[src/logic/sivu_defines.svh]
// offsets, field positions, vectors and reset values of the six-source irq unit
`ifndef SIVU_DEFINES_SVH
`define SIVU_DEFINES_SVH

// register indices and byte addresses (index times four)
`define SIVU_CTL0_IDX     6'h0B
`define SIVU_CTL1_IDX     6'h1E
`define SIVU_CTL0_ADDR    {`SIVU_CTL0_IDX, 2'b00}
`define SIVU_CTL1_ADDR    {`SIVU_CTL1_IDX, 2'b00}
`define SIVU_STAT_ADDR    8'h80

// control register 0 fields
`define SIVU_GIE_BIT      0
`define SIVU_EN0_LSB      1
`define SIVU_FLAG0_LSB    4
// control register 1 fields
`define SIVU_EN1_LSB      0
`define SIVU_FLAG1_LSB    4

// reset values
`define SIVU_CTL_RESET    8'h00

// vectors in priority order
`define SIVU_VEC_CMP0     11'h004
`define SIVU_VEC_CMP1     11'h008
`define SIVU_VEC_PIN      11'h00C
`define SIVU_VEC_TMR0     11'h010
`define SIVU_VEC_TMR1     11'h014
`define SIVU_VEC_ADC      11'h018

// axi responses
`define SIVU_RESP_OKAY    2'h0
`define SIVU_RESP_SLVERR  2'h2

`endif

[src/logic/sivu_pkg.sv]
// types shared by the six-source irq unit
package sivu_pkg;

  typedef logic [10:0] sivu_vec_t;
  typedef logic [5:0]  sivu_mask_t;

  typedef enum logic [2:0] {
    SIVU_SRC_CMP0,
    SIVU_SRC_CMP1,
    SIVU_SRC_PIN,
    SIVU_SRC_TMR0,
    SIVU_SRC_TMR1,
    SIVU_SRC_ADC,
    SIVU_SRC_NONE
  } sivu_src_t;

endpackage

[src/logic/sivu_prio.sv]
// fixed-priority picker and vector lookup for the six sources
`timescale 1ns/1ps
`include "sivu_defines.svh"

module sivu_prio (
  input  wire sivu_pkg::sivu_mask_t req,    // armed requests, bit 0 highest
  output wire logic                 hit,    // any request armed
  output wire sivu_pkg::sivu_mask_t onehot, // winning source
  output wire sivu_pkg::sivu_src_t  src,    // winning source index
  output wire sivu_pkg::sivu_vec_t  vec     // winning vector
);

  function automatic sivu_pkg::sivu_src_t pick(input sivu_pkg::sivu_mask_t r);
    sivu_pkg::sivu_src_t s;
    s = sivu_pkg::SIVU_SRC_NONE;
    if (r[5]) s = sivu_pkg::SIVU_SRC_ADC;
    if (r[4]) s = sivu_pkg::SIVU_SRC_TMR1;
    if (r[3]) s = sivu_pkg::SIVU_SRC_TMR0;
    if (r[2]) s = sivu_pkg::SIVU_SRC_PIN;
    if (r[1]) s = sivu_pkg::SIVU_SRC_CMP1;
    if (r[0]) s = sivu_pkg::SIVU_SRC_CMP0;
    return s;
  endfunction

  function automatic sivu_pkg::sivu_vec_t vec_of(input sivu_pkg::sivu_src_t s);
    sivu_pkg::sivu_vec_t v;
    case (s)
      sivu_pkg::SIVU_SRC_CMP0: v = `SIVU_VEC_CMP0;
      sivu_pkg::SIVU_SRC_CMP1: v = `SIVU_VEC_CMP1;
      sivu_pkg::SIVU_SRC_PIN:  v = `SIVU_VEC_PIN;
      sivu_pkg::SIVU_SRC_TMR0: v = `SIVU_VEC_TMR0;
      sivu_pkg::SIVU_SRC_TMR1: v = `SIVU_VEC_TMR1;
      sivu_pkg::SIVU_SRC_ADC:  v = `SIVU_VEC_ADC;
      default:                 v = 11'h000;
    endcase
    return v;
  endfunction

  assign src    = pick(req);
  assign hit    = |req;
  assign vec    = vec_of(src);
  assign onehot = req & ~(req - 6'h01);

endmodule

[src/logic/sivu_unit.sv]
// six-source vectored interrupt unit with axi4-lite register access
//
// What this block does
// - with global enable clear, requests only set flags, never acknowledged
// - no acknowledge while the return stack is full
// - acknowledge tells core to push only the program counter, then vector
// - comparator 0 falling edge sets flag bit 4 of control 0; vector 04H
// - comparator 1 falling edge sets flag bit 5 of control 0; vector 08H
// - external pin falling edge sets flag bit 6 of control 0; vector 0CH
// - timer 0 overflow sets flag bit 4 of control 1; vector 010H
// - timer 1 overflow sets flag bit 5 of control 1; vector 014H
// - conversion complete sets flag bit 6 of control 1; vector 018H
// - take only with source enable, global enable, flag set, stack not full
// - acknowledge clears that source flag and the global enable
// - control 0: global enable bit 0, three source enables bits 1 to 3
// - control 1: three source enables bits 0 to 2; bits 3, 7 read zero
// - return from interrupt sets global enable; plain return leaves it
// - software re-enabling inside a routine allows nested acknowledge
// - requests are acknowledged only on a phase-two pulse
// - fixed priority: cmp0, cmp1, pin, timer 0, timer 1, converter
// - flags stay set until serviced or cleared; enables never block setting
// - every source event raises a wake-up request
`timescale 1ns/1ps
`include "sivu_defines.svh"

module sivu_unit (
  input  wire logic        aclk,              // system clock
  input  wire logic        aresetn,           // synchronous reset, active low
  input  wire logic        cen,               // clock enable, freezes state when low
  // axi4-lite write address
  input  wire logic        s_axi_awvalid,     // write address valid
  output wire logic        s_axi_awready,     // write address ready
  input  wire logic [7:0]  s_axi_awaddr,      // write byte address
  // axi4-lite write data
  input  wire logic        s_axi_wvalid,      // write data valid
  output wire logic        s_axi_wready,      // write data ready
  input  wire logic [31:0] s_axi_wdata,       // write data
  input  wire logic [3:0]  s_axi_wstrb,       // write byte strobes
  // axi4-lite write response
  output wire logic        s_axi_bvalid,      // write response valid
  input  wire logic        s_axi_bready,      // write response ready
  output wire logic [1:0]  s_axi_bresp,       // write response code
  // axi4-lite read address
  input  wire logic        s_axi_arvalid,     // read address valid
  output wire logic        s_axi_arready,     // read address ready
  input  wire logic [7:0]  s_axi_araddr,      // read byte address
  // axi4-lite read data
  output wire logic        s_axi_rvalid,      // read data valid
  input  wire logic        s_axi_rready,      // read data ready
  output wire logic [31:0] s_axi_rdata,       // read data
  output wire logic [1:0]  s_axi_rresp,       // read response code
  // request sources
  input  wire logic        cmp0_out,          // comparator 0 output level
  input  wire logic        cmp1_out,          // comparator 1 output level
  input  wire logic        ext_irq_pin,       // external interrupt pin level
  input  wire logic        tmr0_ovf,          // timer 0 overflow pulse
  input  wire logic        tmr1_ovf,          // timer 1 overflow pulse
  input  wire logic        adc_done,          // conversion complete pulse
  // core sequencer
  input  wire logic        phase_two_pulse,   // instruction phase-two pulse
  input  wire logic        stack_full,        // return stack has no free level
  input  wire logic        return_from_irq,   // return-from-interrupt executed
  output logic             irq_ack,           // push pc and branch, one cycle
  output sivu_pkg::sivu_vec_t irq_vector,     // branch target with irq_ack
  output sivu_pkg::sivu_src_t irq_source,     // source of last acknowledge
  output logic             irq_pending,       // an armed request waits
  output logic             wake_req,          // wake from power-down, one cycle
  output logic             global_irq_enable  // global enable state
);

  // register state
  sivu_pkg::sivu_mask_t req_flag;
  sivu_pkg::sivu_mask_t irq_en;
  logic                 cmp0_prev;
  logic                 cmp1_prev;
  logic                 pin_prev;

  // axi state
  logic                 aw_held;
  logic [7:0]           aw_addr;
  logic                 w_held;
  logic [31:0]          w_data;
  logic [3:0]           w_strb;
  logic                 bvalid;
  logic [1:0]           bresp;
  logic                 rvalid;
  logic [31:0]          rdata;
  logic [1:0]           rresp;

  // source events
  wire logic cmp0_fall;
  wire logic cmp1_fall;
  wire logic pin_fall;
  wire sivu_pkg::sivu_mask_t src_event;

  assign cmp0_fall = cmp0_prev & ~cmp0_out;
  assign cmp1_fall = cmp1_prev & ~cmp1_out;
  assign pin_fall  = pin_prev & ~ext_irq_pin;
  assign src_event = {adc_done,
                      tmr1_ovf,
                      tmr0_ovf,
                      pin_fall,
                      cmp1_fall,
                      cmp0_fall};

  // arbitration
  wire sivu_pkg::sivu_mask_t armed;
  wire logic                 win_hit;
  wire sivu_pkg::sivu_mask_t win_onehot;
  wire sivu_pkg::sivu_src_t  win_src;
  wire sivu_pkg::sivu_vec_t  win_vec;
  wire logic                 take;
  wire sivu_pkg::sivu_mask_t ack_clr;

  assign armed = req_flag & irq_en & {6{global_irq_enable}};

  sivu_prio u_prio (
    .req    (armed),
    .hit    (win_hit),
    .onehot (win_onehot),
    .src    (win_src),
    .vec    (win_vec)
  );

  // sampled on phase two, blocked by full stack or cleared global enable
  assign take    = cen & phase_two_pulse & win_hit & ~stack_full;
  assign ack_clr = take ? win_onehot : 6'h00;

  // register select: bit 0 control 0, bit 1 control 1, bit 2 status
  function automatic logic [2:0] reg_sel(input logic [7:0] addr);
    logic [2:0] sel;
    sel[0] = (addr == `SIVU_CTL0_ADDR);
    sel[1] = (addr == `SIVU_CTL1_ADDR);
    sel[2] = (addr == `SIVU_STAT_ADDR);
    return sel;
  endfunction

  // axi write decode
  wire logic       wr_go;
  wire logic [2:0] wr_sel;
  wire logic       wr_lane0;
  wire logic       wr_ctl0;
  wire logic       wr_ctl1;
  wire logic       wr_stat;
  wire logic       wr_known;

  assign wr_go    = cen & aw_held & w_held & ~bvalid;
  assign wr_sel   = reg_sel(aw_addr);
  assign wr_lane0 = wr_go & w_strb[0];
  assign wr_ctl0  = wr_lane0 & wr_sel[0];
  assign wr_ctl1  = wr_lane0 & wr_sel[1];
  assign wr_stat  = wr_sel[2];
  assign wr_known = |wr_sel;

  assign s_axi_awready = cen & ~aw_held & ~bvalid;
  assign s_axi_wready  = cen & ~w_held & ~bvalid;
  assign s_axi_bvalid  = bvalid;
  assign s_axi_bresp   = bresp;

  // software view of flags and enables
  wire sivu_pkg::sivu_mask_t sw_wr;
  wire sivu_pkg::sivu_mask_t sw_flag;
  wire sivu_pkg::sivu_mask_t sw_en;

  assign sw_wr   = {{3{wr_ctl1}}, {3{wr_ctl0}}};
  assign sw_flag = {w_data[`SIVU_FLAG1_LSB +: 3], w_data[`SIVU_FLAG0_LSB +: 3]};
  assign sw_en   = {w_data[`SIVU_EN1_LSB +: 3], w_data[`SIVU_EN0_LSB +: 3]};

  // flag and enable cells, one per source
  genvar gi;
  generate
    for (gi = 0; gi < 6; gi++) begin : g_src
      wire logic next_flag;
      // a source event beats any clear in the same cycle
      assign next_flag = src_event[gi]
                       | (sw_wr[gi] ? sw_flag[gi]
                                    : (req_flag[gi] & ~ack_clr[gi]));
      always_ff @(posedge aclk) begin
        if (!aresetn) begin
          req_flag[gi] <= 1'b0;
          irq_en[gi]   <= 1'b0;
        end else if (cen) begin
          req_flag[gi] <= next_flag;
          if (sw_wr[gi]) begin
            irq_en[gi] <= sw_en[gi];
          end
        end
      end
    end
  endgenerate

  // global enable
  wire logic next_gie;

  assign next_gie = take            ? 1'b0
                  : return_from_irq ? 1'b1
                  : wr_ctl0         ? w_data[`SIVU_GIE_BIT]
                  : global_irq_enable;

  always_ff @(posedge aclk) begin
    if (!aresetn) begin
      global_irq_enable <= 1'b0;
    end else if (cen) begin
      global_irq_enable <= next_gie;
    end
  end

  // edge history; start low so a low level after reset is no edge
  always_ff @(posedge aclk) begin
    if (!aresetn) begin
      cmp0_prev <= 1'b0;
      cmp1_prev <= 1'b0;
      pin_prev  <= 1'b0;
    end else if (cen) begin
      cmp0_prev <= cmp0_out;
      cmp1_prev <= cmp1_out;
      pin_prev  <= ext_irq_pin;
    end
  end

  // core handshake: only the pc is pushed, status is left to software
  always_ff @(posedge aclk) begin
    if (!aresetn) begin
      irq_ack    <= 1'b0;
      irq_vector <= 11'h000;
      irq_source <= sivu_pkg::SIVU_SRC_NONE;
    end else if (cen) begin
      irq_ack <= take;
      if (take) begin
        irq_vector <= win_vec;
        irq_source <= win_src;
      end
    end
  end

  // wake and pending indications
  always_ff @(posedge aclk) begin
    if (!aresetn) begin
      wake_req    <= 1'b0;
      irq_pending <= 1'b0;
    end else if (cen) begin
      wake_req    <= |src_event;
      irq_pending <= win_hit & ~take;
    end
  end

  // axi write channel capture and response
  always_ff @(posedge aclk) begin
    if (!aresetn) begin
      aw_held <= 1'b0;
      aw_addr <= 8'h00;
    end else if (cen) begin
      if (s_axi_awvalid && s_axi_awready) begin
        aw_held <= 1'b1;
        aw_addr <= s_axi_awaddr;
      end else if (wr_go) begin
        aw_held <= 1'b0;
      end
    end
  end

  always_ff @(posedge aclk) begin
    if (!aresetn) begin
      w_held <= 1'b0;
      w_data <= 32'h0000_0000;
      w_strb <= 4'h0;
    end else if (cen) begin
      if (s_axi_wvalid && s_axi_wready) begin
        w_held <= 1'b1;
        w_data <= s_axi_wdata;
        w_strb <= s_axi_wstrb;
      end else if (wr_go) begin
        w_held <= 1'b0;
      end
    end
  end

  always_ff @(posedge aclk) begin
    if (!aresetn) begin
      bvalid <= 1'b0;
      bresp  <= `SIVU_RESP_OKAY;
    end else if (cen) begin
      if (wr_go) begin
        bvalid <= 1'b1;
        bresp  <= wr_known ? `SIVU_RESP_OKAY : `SIVU_RESP_SLVERR;
      end else if (s_axi_bready) begin
        bvalid <= 1'b0;
      end
    end
  end

  // read decode; unused bits read as zero
  wire logic [7:0]  ctl0_view;
  wire logic [7:0]  ctl1_view;
  wire logic [31:0] stat_view;
  wire logic [2:0]  rd_sel;
  wire logic        rd_ctl0;
  wire logic        rd_ctl1;
  wire logic        rd_stat;
  wire logic        rd_known;
  wire logic [31:0] rd_value;
  wire logic        rd_go;

  assign ctl0_view = {1'b0, req_flag[2:0], irq_en[2:0],
                      global_irq_enable};
  assign ctl1_view = {1'b0, req_flag[5:3], 1'b0, irq_en[5:3]};
  assign stat_view = {7'h00, stack_full, 7'h00, irq_pending,
                      5'h00, irq_vector};

  assign rd_sel   = reg_sel(s_axi_araddr);
  assign rd_ctl0  = rd_sel[0];
  assign rd_ctl1  = rd_sel[1];
  assign rd_stat  = rd_sel[2];
  assign rd_known = |rd_sel;
  assign rd_value = rd_ctl0 ? {24'h00_0000, ctl0_view}
                  : rd_ctl1 ? {24'h00_0000, ctl1_view}
                  : rd_stat ? stat_view
                  : 32'h0000_0000;
  assign rd_go    = s_axi_arvalid & s_axi_arready;

  assign s_axi_arready = cen & ~rvalid;
  assign s_axi_rvalid  = rvalid;
  assign s_axi_rdata   = rdata;
  assign s_axi_rresp   = rresp;

  always_ff @(posedge aclk) begin
    if (!aresetn) begin
      rvalid <= 1'b0;
      rdata  <= 32'h0000_0000;
      rresp  <= `SIVU_RESP_OKAY;
    end else if (cen) begin
      if (rd_go) begin
        rvalid <= 1'b1;
        rdata  <= rd_value;
        rresp  <= rd_known ? `SIVU_RESP_OKAY : `SIVU_RESP_SLVERR;
      end else if (s_axi_rready) begin
        rvalid <= 1'b0;
      end
    end
  end

endmodule

[config.mk]
export PLATFORM = sky130hd
export DESIGN_NAME = sivu_unit
export DESIGN_NICKNAME = d
export VERILOG_FILES = /design/src/logic/sivu_pkg.sv /design/src/logic/sivu_prio.sv /design/src/logic/sivu_unit.sv
export VERILOG_INCLUDE_DIRS = /design/src /design/src/logic
export SDC_FILE = /design/constraint.sdc
export NUM_CORES = 1
export LEC_CHECK = 0
export ABC_AREA = 1
export BUFFER_PORTS_ARGS = -buffer_cell sky130_fd_sc_hd__clkbuf_2
export CAP_MARGIN = 20
export CORE_MARGIN = 4
export CORE_UTILIZATION = 30
export CTS_BUF_LIST = sky130_fd_sc_hd__clkbuf_4 sky130_fd_sc_hd__clkbuf_8
export DETAILED_ROUTE_END_ITERATION = 16
export HOLD_SLACK_MARGIN = 0.12
export MAX_ROUTING_LAYER = met4
export PLACE_DENSITY = 0.54
export SLEW_MARGIN = 25
export SYNTH_ARGS = -nofsm -noshare
export SYNTH_HDL_FRONTEND = slang
export SYNTH_SLANG_ARGS = --single-unit
[constraint.sdc]
create_clock -name aclk -period 1.4 [get_ports aclk]
set_clock_uncertainty 0.1 [all_clocks]
set_input_delay 0.28 -clock aclk [delete_from_list [all_inputs] [get_ports aclk]]
set_output_delay 0.28 -clock aclk [all_outputs]
set_load 0.01 [all_outputs]
==> flow_summary.ini, run 1 <==
[critical_path]
timing.critical_path.from = s_axi_bvalid
worstPathArrival_ps = 1130
r2r_start = aw_addr[4]
timing.critical_path.from_type = register
timing.critical_path.fanout_max = 2
timing.setup.critical_path_class = reg -> out
setup.worst_path.end_class = output port
critPathRequiredTime_ps = 1020

[power]
clock_power_share_pct = 32.8
p_leak_uw = 0.00195
totalPowerFinal_uw = 3490
ir_worst_vdd_v = 0.000410
sw_frac_of_total_pct = 26.6
power.share.sequential_pct = 49.7
power_density_mw_per_mm2 = 836
power.switching_uw = 928
internal_power_uw = 2560
power.combinational.fraction_pct = 17.6

[logic_synthesis]
synth_warnings = 0
synth_top_family_by_area = simple AND/OR/NAND/NOR gates
yosysSeqAreaShare_pct = 36.2
average_instance_area_after_synthesis_um2 = 7.08
synth_cell_types = 33
yosys.cell_count.top_type = sky130_fd_sc_hd__nand2_1
syn_area_mm2 = 0.00310
async_flop_share_pct = 0
synthSimpleGateAreaFrac_pct = 30.4
top_reg_cell_synth = sky130_fd_sc_hd__dfxtp_1
syn-instance-count = 438
netlist_top_cells_count = 68 x sky130_fd_sc_hd__nand2_1, 65 x sky130_fd_sc_hd__nor2_1, 56 x sky130_fd_sc_hd__dfxtp_1
fraction_of_the_mapped_netlist_area_in_compound_gates_pct = 16.3
synthMuxAreaShare_pct = 0
ys_ff_latch = 56
synth_enable_flop_cells = 0
synth_largest_type_area_fraction_pct = 36.2
synthDominantAreaCellType = sky130_fd_sc_hd__dfxtp_1
synth.area.top_cells = sky130_fd_sc_hd__dfxtp_1 36%, sky130_fd_sc_hd__nand2_1 8.2%, sky130_fd_sc_hd__buf_4 8.0%
synthAdderAreaFrac_pct = 0
parity_gate_share_of_the_synthesized_area_counting_xor_and_xnor_cells_pct = 0

[cells_and_area]
total_area_of_multi_input_combinational_cells_mm2 = 0.00175
layout_filler_cell_count = 1050
num-nets-final = 622
num_antenna_cells = 0
areaGrowthSynthToFinish_pct = 34.8
ff_latch_area_mm2 = 0.00114
drive_above_1_share_pct = 38.4

[route]
drt_drc_violations_left = 0
drt-total-wl_um = 8070
drtIter0Drc = 126
ant_nets = 0
via_density_per_instance = 4.37
drt_first_pass_iters = 4
detailed_route_via_count = 3001
wl_per_cell_um = 11.8

[cts]
cts.path.max_buffers = 2
cts.htree.levels = 2
tritoncts.num_buffers = 5
path_clk_slew_ps = 100
clk_latency_ps = 310
tritoncts = done
cts_sinks = 56
clock_tree.root_cell = sky130_fd_sc_hd__clkbuf_8

[global_routing]
maximum_number_of_pins_on_one_net_before_global_route_repair = 35
grt_first_pass_wirelength_um = 13000
gr-total-overflow = 0
number_of_antenna_violations_at_the_first_check_in_global_routing = 0
grtUsageTotal_pct = 13.9
first_global_vias = 2881

[sta]
finalHoldViolations = 0
final.period_utilization_pct = 108
final_period_minus_worst_setup_slack_ps = 1510
setup_repair_after_global_routing_missed_its_margin = yes
setup_ws_ps = -105
final_max_slew_viol_count = 0
fin_setup_tns_ps = -196
max_freq_mhz = 664
finalSetupViolCount = 4
final.hold.worst_slack_ps = 122

[job]
timing.max_cap.violations = 0

[placed_design]
buffer_ports.inserted = 66
dp_worst_setup_slack_ps = -115
dp_hpwl_um = 6300
gpl.final_weighted_congestion = 0.831

[die]
initial_core_util_pct = 31.3
top_level_ports = 128
placementRows = 36
dieHeight_um = 110
die_area_mm2 = 0.0120
dieWidth_um = 110
coreArea_mm2 = 0.00991

[status]
violations_in_the_final_reports = setup timing
status = finished with violations

[hold_path]
min_path_type = in -> reg
source_of_the_worst_hold_timing_path = s_axi_wdata[6]
-- kinds of logic (layout without fill, tap and decap cells) --
kind of cell    after synthesis  after routing
simple gates                193            194
buf+inv                      97            180
compound gates               91             91
flops                        56             56
other cells                   1             33
-- layout by cell type, fill, tap and decap left out, types with 8 or more instances in the layout --
master                     synthesis  routed
sky130_fd_sc_hd__clkbuf_2          0      62
sky130_fd_sc_hd__nand2_1          68      58
sky130_fd_sc_hd__nor2_1           65      54
sky130_fd_sc_hd__dfxtp_1          56      45
sky130_fd_sc_hd__buf_4            33      44
sky130_fd_sc_hd__inv_1            47      37
sky130_fd_sc_hd__conb_1            1      33
sky130_fd_sc_hd__a21oi_1          34      32
sky130_fd_sc_hd__o21ai_0          33      30
sky130_fd_sc_hd__nand3_1          33      20
sky130_fd_sc_hd__nand3_2           1      14
sky130_fd_sc_hd__inv_2             1      11
sky130_fd_sc_hd__nor2_4            6      10
sky130_fd_sc_hd__nand2_2           2      10
sky130_fd_sc_hd__nor2_2            1       9
sky130_fd_sc_hd__a21oi_2           7       8
sky130_fd_sc_hd__o21ai_1           7       8
sky130_fd_sc_hd__buf_6             4       8
-- routing by layer --
| layer | routed length [µm] | GRT usage [%] | vias to the layer above |
|---|---|---|---|
| met2 | 4060 | 24.0 | 71 |
| met3 | 357 | 2.06 | 2 |
| met5 | 0 | - | - |
| li1 | - | - | 1584 |
| met4 | 27 | 2.14 | 0 |
| met1 | 3630 | 17.6 | 1344 |
-- stage by stage --
stage	cells	area [µm²]	utilization, %
2_1_floorplan	470	3220	-
3_3_place_gp	666	3700	37.4
3_5_place_dp	666	3700	37.4
4_1_cts	684	3970	40.0
5_1_grt	687	4180	42.1
6_report	687	4180	42.1
-- area by class of cell --
class	count	share of cell area [%]
Clock inverter	1	0.719
Tap cell	133	3.98
Timing Repair Buffer	119	18.7
Multi-Input combinational cell	318	41.9
Inverter	53	4.97
Sequential cell	56	27.4
Clock buffer	7	2.31
-- what timing repair did --
item                                    4_1_cts  5_1_grt
endpoints found under the hold margin         5        0
endpoints found under the setup margin       24       28
gates cloned                                  1        0
resized for setup                            21       67
buffers inserted                              4        4
hold buffers                                  5        0
pin swaps                                     5       28
-- power groups by stage --
stage / logic (µW) / clock network, µW / registers (µW)
global route: 692 / 1240 / 1750
global placement: 539 / 0 / 1760
detailed placement: 545 / 0 / 1770
finish: 613 / 1140 / 1730
floorplan: 394 / 0 / 1770
CTS: 581 / 1190 / 1720
-- worst paths after layout --
kind                  end  slack [ps]  cells after the start
max reg2reg  ctl0_view[3]          10                      8
min             w_data[6]         120                      3
min reg2reg     cmp0_prev         360                      2
max          s_axi_wready        -110                      5
-- state kept, by name, summed over array words and instances (netlist names), 3 cells and up --
signal,cells
ctl0_view,6
w_data,7
irq_vector,3
irq_source,3
ctl1_view,6
s_axi_rdata,9
aw_addr,8
-- worst max-delay path: stages, from the launching register on --
cell                      delay (ps)
sky130_fd_sc_hd__dfxtp_4         370
sky130_fd_sc_hd__nor2_8           90
sky130_fd_sc_hd__inv_4            60
sky130_fd_sc_hd__nor2_4          110
sky130_fd_sc_hd__buf_6           110
sky130_fd_sc_hd__buf_6            90
Note: power is estimated with default switching activity, not from simulation.
==> inputs of run 2 (changes only) <==
- PLACE_DENSITY: 0.54 -> 0.53
- SYNTH_HIERARCHICAL: default -> 1
==> run 2 against run 1 <==
The run still ends with setup timing left. First-iteration DRC count decreased by 19%. Global-route usage increased by 1.5 points. Area after synthesis increased by 6.8%. Sequential cell count increased by 12. Setup slack got worse by 100 ps. Core utilization increased by 3.6 points. Cell area increased by 19%. Register-to-register slack got worse by 220 ps. Via count increased by 17%. Critical endpoint is now ctl1_view[5].
==> flow_summary.ini, run 2 <==
[status]
status = finished with violations
violations_in_the_final_reports = setup timing

[critical_path]
crit_buf_inv = 4
timing.setup.critical_path_class = reg -> reg
critPathRequiredTime_ps = 1540
cpPeakStageDelay_ps = 420
critical_path_s_most_frequent_cell = sky130_fd_sc_hd__nand2_2
worstPathArrival_ps = 1750
timing.critical_path.from_type = register
critical_path.cell_chain = nand2_4 > nor2_4 > nor2_4 > nand2_2 > inv_2 > nand2_2 > nand2_2 > inv_4 > nand2_8 > inv_8 > buf_4 > nand2_1 > nand3_1 > a21oi_1
timing.critical_path.fanout_max = 7
setup.worst_path.end_class = register
critPathSlowestCell = sky130_fd_sc_hd__dfxtp_4
critical-path-top-delay-family = simple AND/OR/NAND/NOR gates

[route]
drt-total-wl_um = 9370
via_density_per_instance = 4.36
wl_per_cell_um = 11.6
drt_first_pass_iters = 4
drtIter0Drc = 102
ant_nets = 0
drt_drc_violations_left = 0
detailed_route_via_count = 3517

[power]
power_density_mw_per_mm2 = 820
p_leak_uw = 0.00241
ir_worst_vdd_v = 0.000387
totalPowerFinal_uw = 4060

[global_routing]
gr-total-overflow = 0
grt_first_pass_wirelength_um = 15400
first_global_vias = 3321
grtUsageTotal_pct = 15.4
number_of_antenna_violations_at_the_first_check_in_global_routing = 0
maximum_number_of_pins_on_one_net_before_global_route_repair = 32

[logic_synthesis]
syn_area_mm2 = 0.00331
top_reg_cell_synth = sky130_fd_sc_hd__dfxtp_1
netlist_top_cells_count = 107 x sky130_fd_sc_hd__nand2_1, 100 x sky130_fd_sc_hd__nor2_1, 68 x sky130_fd_sc_hd__dfxtp_1
synthDominantAreaCellType = sky130_fd_sc_hd__dfxtp_1
ys_ff_latch = 68
synth_enable_flop_cells = 0
syn-instance-count = 498
yosysSeqAreaShare_pct = 41.1
synth.area.top_cells = sky130_fd_sc_hd__dfxtp_1 41%, sky130_fd_sc_hd__nand2_1 12%, sky130_fd_sc_hd__nor2_1 11%
synth_largest_type_area_fraction_pct = 41.1
synth_cell_types = 23
synth_warnings = 6
yosys.cell_count.top_type = sky130_fd_sc_hd__nand2_1
average_instance_area_after_synthesis_um2 = 6.65
async_flop_share_pct = 0

[die]
dieHeight_um = 113
placementRows = 38
dieWidth_um = 113
coreArea_mm2 = 0.0108
top_level_ports = 128
die_area_mm2 = 0.0128
initial_core_util_pct = 30.5

[cells_and_area]
drive_above_1_share_pct = 36.0
num_antenna_cells = 0
layout_filler_cell_count = 1139
areaGrowthSynthToFinish_pct = 49.7
most-common-layout-cells = 89 x sky130_fd_sc_hd__nand2_1, 86 x sky130_fd_sc_hd__nor2_1, 74 x sky130_fd_sc_hd__clkbuf_2
num-nets-final = 732
commonest_non_fill_non_tap_cell_in_the_layout = sky130_fd_sc_hd__nand2_1
flip_flop_count_of_the_largest_register_after_layout = 13

[placed_design]
dp_worst_setup_slack_ps = -223
dp_hpwl_um = 6960
buffer_ports.inserted = 78
gpl.final_weighted_congestion = 0.895

[sta]
fin_setup_tns_ps = -4090
setup_repair_after_global_routing_missed_its_margin = yes
final_max_slew_viol_count = 0
final.period_utilization_pct = 115
setup_ws_ps = -210
max_freq_mhz = 621
finalHoldViolations = 0
finalSetupViolCount = 32
final_period_minus_worst_setup_slack_ps = 1610

[cts]
tritoncts.num_buffers = 9
cts_sinks = 68
path_clk_slew_ps = 70
cts.path.max_buffers = 2
clock_tree.root_cell = sky130_fd_sc_hd__clkbuf_8
tritoncts = done
clk_latency_ps = 350
cts.htree.levels = 3

[hold_path]
min_path_type = in -> reg

[job]
timing.max_cap.violations = 0
-- run 2: cell count changes after synthesis, moves of 6 or more --
cell | previous run | this run
sky130_fd_sc_hd__a21oi_2 | 7 | 0
sky130_fd_sc_hd__nor2_1 | 65 | 100
sky130_fd_sc_hd__nand2_1 | 68 | 107
sky130_fd_sc_hd__dfxtp_1 | 56 | 68
sky130_fd_sc_hd__o21ai_0 | 33 | 47
sky130_fd_sc_hd__o21ai_1 | 7 | 1
sky130_fd_sc_hd__nor2_4 | 6 | 0
-- run 2: final cells by class --
type                       instances  area (µm²)  share of cell area, %
clock buffer                      12         146                   2.95
clock inverter                     3        15.0                  0.303
inverter                          48         198                   3.99
multi-input combinational        366        1840                   37.1
sequential                        68        1370                   27.6
tap                              140         175                   3.53
timing repair buffer             170        1210                   24.5
-- run 2: metal layers --
layer  track usage, %  vias up  routed length (µm)
li1                 -     1850                   -
met1             19.5     1571                4360
met2             24.2       87                4360
met3             3.42        9                 503
met4             5.77        0                 153
met5                -        -                   0
-- run 2: worst paths after layout --
check                         start           end  slack, ps  cells after the start
hold / removal      s_axi_awaddr[5]    aw_addr[5]        130                      3
hold reg to reg            pin_prev      pin_prev        360                      2
setup reg to reg  global_irq_enable  ctl1_view[5]       -210                     14
setup / recovery  global_irq_enable  ctl1_view[5]       -210                     14
-- run 2: cells by family (layout without fill, tap and decap cells) --
group                  count (synthesis)  in the layout  synth area share (%)
flip-flops                            68             68                  41.1
AO/OA/AOI/OAI                         83             83                  12.7
AND/OR/NAND/NOR                      253            254                  31.5
other                                  2             29                 0.227
buffers and inverters                 92            233                  14.4
-- run 2: what timing repair did --
action	CTS	global route
endpoints found under the hold margin	18	0
pin swaps	9	23
setup buffers	14	3
setup endpoints to repair	42	55
hold buffers	19	0
gates resized for setup	47	60
cloned	1	0
-- run 2: power breakdown --
part,switching [µW],internal [µW],leakage [µW]
Combinational,311,280,0.00176
Sequential,54.7,2010,0.000557
Clock,727,684,0.0000902
Total,1090,2970,0.00241
-- run 2: metrics by stage --
| step | hold WS (ps) | util, % | cell area (µm²) | std cells |
|---|---|---|---|---|
| 2_1_floorplan | 323 | - | 3470 | 525 |
| 3_3_place_gp | 344 | 38.7 | 4200 | 757 |
| 3_5_place_dp | 351 | 38.7 | 4200 | 757 |
| 4_1_cts | 120 | 43.8 | 4750 | 806 |
| 5_1_grt | 141 | 45.7 | 4960 | 807 |
| 6_report | 131 | 45.7 | 4960 | 807 |
-- run 2: tightest hold or removal path: stages --
cell,delay [ps]
sky130_fd_sc_hd__clkbuf_2,70
sky130_fd_sc_hd__o21ai_0,80
sky130_fd_sc_hd__a21oi_1,110
==> inputs of run 3 (changes only) <==
- ABC_AREA: 1 -> default
==> run 3 against run 2 <==
The run still ends with setup timing left. Routed wire length is 5.9% higher. Combinational power is 3% lower. Via count is 7.0% lower. Clock-buffer cell count is 3 lower. Area after synthesis is 0.26% higher. Critical path type unchanged. Sequential share of layout area is 0.89 points lower. Register-to-register slack worse by 40 ps. Core utilization is 1.5 points higher. Setup slack worse by 41 ps. Cell count is 12% lower. Cell area is 3.3% higher.
==> flow_summary.ini, run 3 <==
[cells_and_area]
flip_flop_count_of_the_largest_register_after_layout = 13
commonest_non_fill_non_tap_cell_in_the_layout = sky130_fd_sc_hd__clkbuf_2
areaGrowthSynthToFinish_pct = 54.3
drive_above_1_share_pct = 41.3
most-common-layout-cells = 74 x sky130_fd_sc_hd__clkbuf_2, 72 x sky130_fd_sc_hd__nand2_1, 63 x sky130_fd_sc_hd__dfxtp_1
num_antenna_cells = 0
num-nets-final = 636

[placed_design]
buffer_ports.inserted = 78
dp_hpwl_um = 7190
dp_worst_setup_slack_ps = -253
gpl.final_weighted_congestion = 0.839

[cts]
cts_sinks = 68
cts.htree.levels = 3
tritoncts.num_buffers = 9
cts.path.max_buffers = 2
clock_tree.root_cell = sky130_fd_sc_hd__clkbuf_8
path_clk_slew_ps = 80
clk_latency_ps = 360
tritoncts = done

[logic_synthesis]
synthDominantAreaCellType = sky130_fd_sc_hd__dfxtp_1
netlist_top_cells_count = 88 x sky130_fd_sc_hd__nand2_1, 68 x sky130_fd_sc_hd__dfxtp_1, 30 x sky130_fd_sc_hd__buf_4
syn-instance-count = 399
average_instance_area_after_synthesis_um2 = 8.32
yosys.cell_count.top_type = sky130_fd_sc_hd__nand2_1
synth_cell_types = 46
top_reg_cell_synth = sky130_fd_sc_hd__dfxtp_1
synth.area.top_cells = sky130_fd_sc_hd__dfxtp_1 41%, sky130_fd_sc_hd__nand2_1 10%, sky130_fd_sc_hd__buf_4 6.8%
yosysSeqAreaShare_pct = 41.0
synth_largest_type_area_fraction_pct = 41.0
synth_enable_flop_cells = 0
syn_area_mm2 = 0.00332
synth_warnings = 6
async_flop_share_pct = 0
ys_ff_latch = 68

[route]
wl_per_cell_um = 13.9
via_density_per_instance = 4.59
drtIter0Drc = 96
drt-total-wl_um = 9930
drt_first_pass_iters = 5
drt_drc_violations_left = 0
ant_nets = 0
detailed_route_via_count = 3270

[global_routing]
grt_first_pass_wirelength_um = 16000
number_of_antenna_violations_at_the_first_check_in_global_routing = 0
first_global_vias = 3257
grtUsageTotal_pct = 16.1
gr-total-overflow = 0
maximum_number_of_pins_on_one_net_before_global_route_repair = 43

[sta]
final_max_slew_viol_count = 0
finalHoldViolations = 0
final_period_minus_worst_setup_slack_ps = 1650
max_freq_mhz = 606
setup_ws_ps = -251
finalSetupViolCount = 37
final.period_utilization_pct = 118
setup_repair_after_global_routing_missed_its_margin = yes

[die]
placementRows = 38
initial_core_util_pct = 30.6
coreArea_mm2 = 0.0108
dieHeight_um = 113
dieWidth_um = 113
die_area_mm2 = 0.0128
top_level_ports = 128

[critical_path]
worstPathArrival_ps = 1830
timing.critical_path.from_type = register
timing.setup.critical_path_class = reg -> reg
timing.critical_path.from = global_irq_enable
critPathRequiredTime_ps = 1580
setup.worst_path.end_class = register
timing.critical_path.fanout_max = 8
r2r_start = global_irq_enable

[power]
ir_worst_vdd_v = 0.000413
totalPowerFinal_uw = 4650
p_leak_uw = 0.00228
power_density_mw_per_mm2 = 908

[hold_path]
min_path_type = in -> reg
source_of_the_worst_hold_timing_path = return_from_irq

[status]
violations_in_the_final_reports = setup timing
status = finished with violations

[job]
timing.max_cap.violations = 0
run 3: worst max-delay path, stage by stage, from the launching register on:
cell and delay (ps):
sky130_fd_sc_hd__dfxtp_4 380, sky130_fd_sc_hd__and3_4 170, sky130_fd_sc_hd__nor2_4 110, sky130_fd_sc_hd__nand3_2 80
sky130_fd_sc_hd__and4b_2 280, sky130_fd_sc_hd__buf_6 140, sky130_fd_sc_hd__nand2_2 50, sky130_fd_sc_hd__nand3b_1 100
sky130_fd_sc_hd__a31oi_1 160
run 3: per-stage QoR:
step | hold WS (ps) | TNS [ps] | cells | utilization, % | area (µm²)
3_3_place_gp | 345 | -5840 | 662 | 39.3 | 4260
6_report | 167 | -4130 | 712 | 47.3 | 5120
2_1_floorplan | 315 | -3830 | 426 | - | 3480
4_1_cts | 148 | -3040 | 706 | 46.0 | 4980
3_5_place_dp | 345 | -7920 | 662 | 39.3 | 4260
5_1_grt | 206 | -7410 | 712 | 47.3 | 5120
run 3: metal layers:
layer	global-route usage (%)	part of all wire [%]	up-vias
met4	5.37	1.2	0
met5	-	0	-
met3	3.42	5.1	13
met1	19.0	44	1520
met2	27.4	50	80
li1	-	-	1657
run 3: timing repair:
| action | in CTS | in global routing |
|---|---|---|
| hold buffers | 24 | 0 |
| buffers inserted | 3 | 6 |
| endpoints found under the setup margin | 36 | 43 |
| resized for setup | 69 | 30 |
| pin swaps | 36 | 37 |
| endpoints found under the hold margin | 24 | 0 |
| gates cloned | 2 | 0 |
run 3: kinds of logic (layout without fill, tap and decap cells):
group / count (synthesis) / after routing / synth area share [%]
other: 2 / 29 / 0.226
and+or+nand+nor: 180 / 181 / 27.6
buffers and inverters: 55 / 200 / 10.4
AOI/OAI and AO/OA: 82 / 82 / 17.2
DFF: 68 / 68 / 41.0
muxes: 12 / 12 / 3.62
run 3: final timing paths:
kind                                     endpoint  slack, ps  cells past startpoint
worst max-delay path                 ctl0_view[5]       -250                      8
worst min-delay path            global_irq_enable        170                      3
worst max register to register       ctl0_view[5]       -250                      8
worst min register to register     s_axi_rdata[9]        360                      2
run 3: area by class of cell:
type / instances / area (µm²)
flip-flops and latches: 68 / 1370
clock inverters: 7 / 124
repair buffers: 180 / 1340
inverters: 4 / 17.5
fillers: 1080 / 5720
clock buffers: 9 / 124
multi-input cells: 304 / 1970
well taps: 140 / 175
run 3: power breakdown:
group,internal (µW),switching [µW]
clock,1190,841
sequential,2000,43.2
combinational,304,270
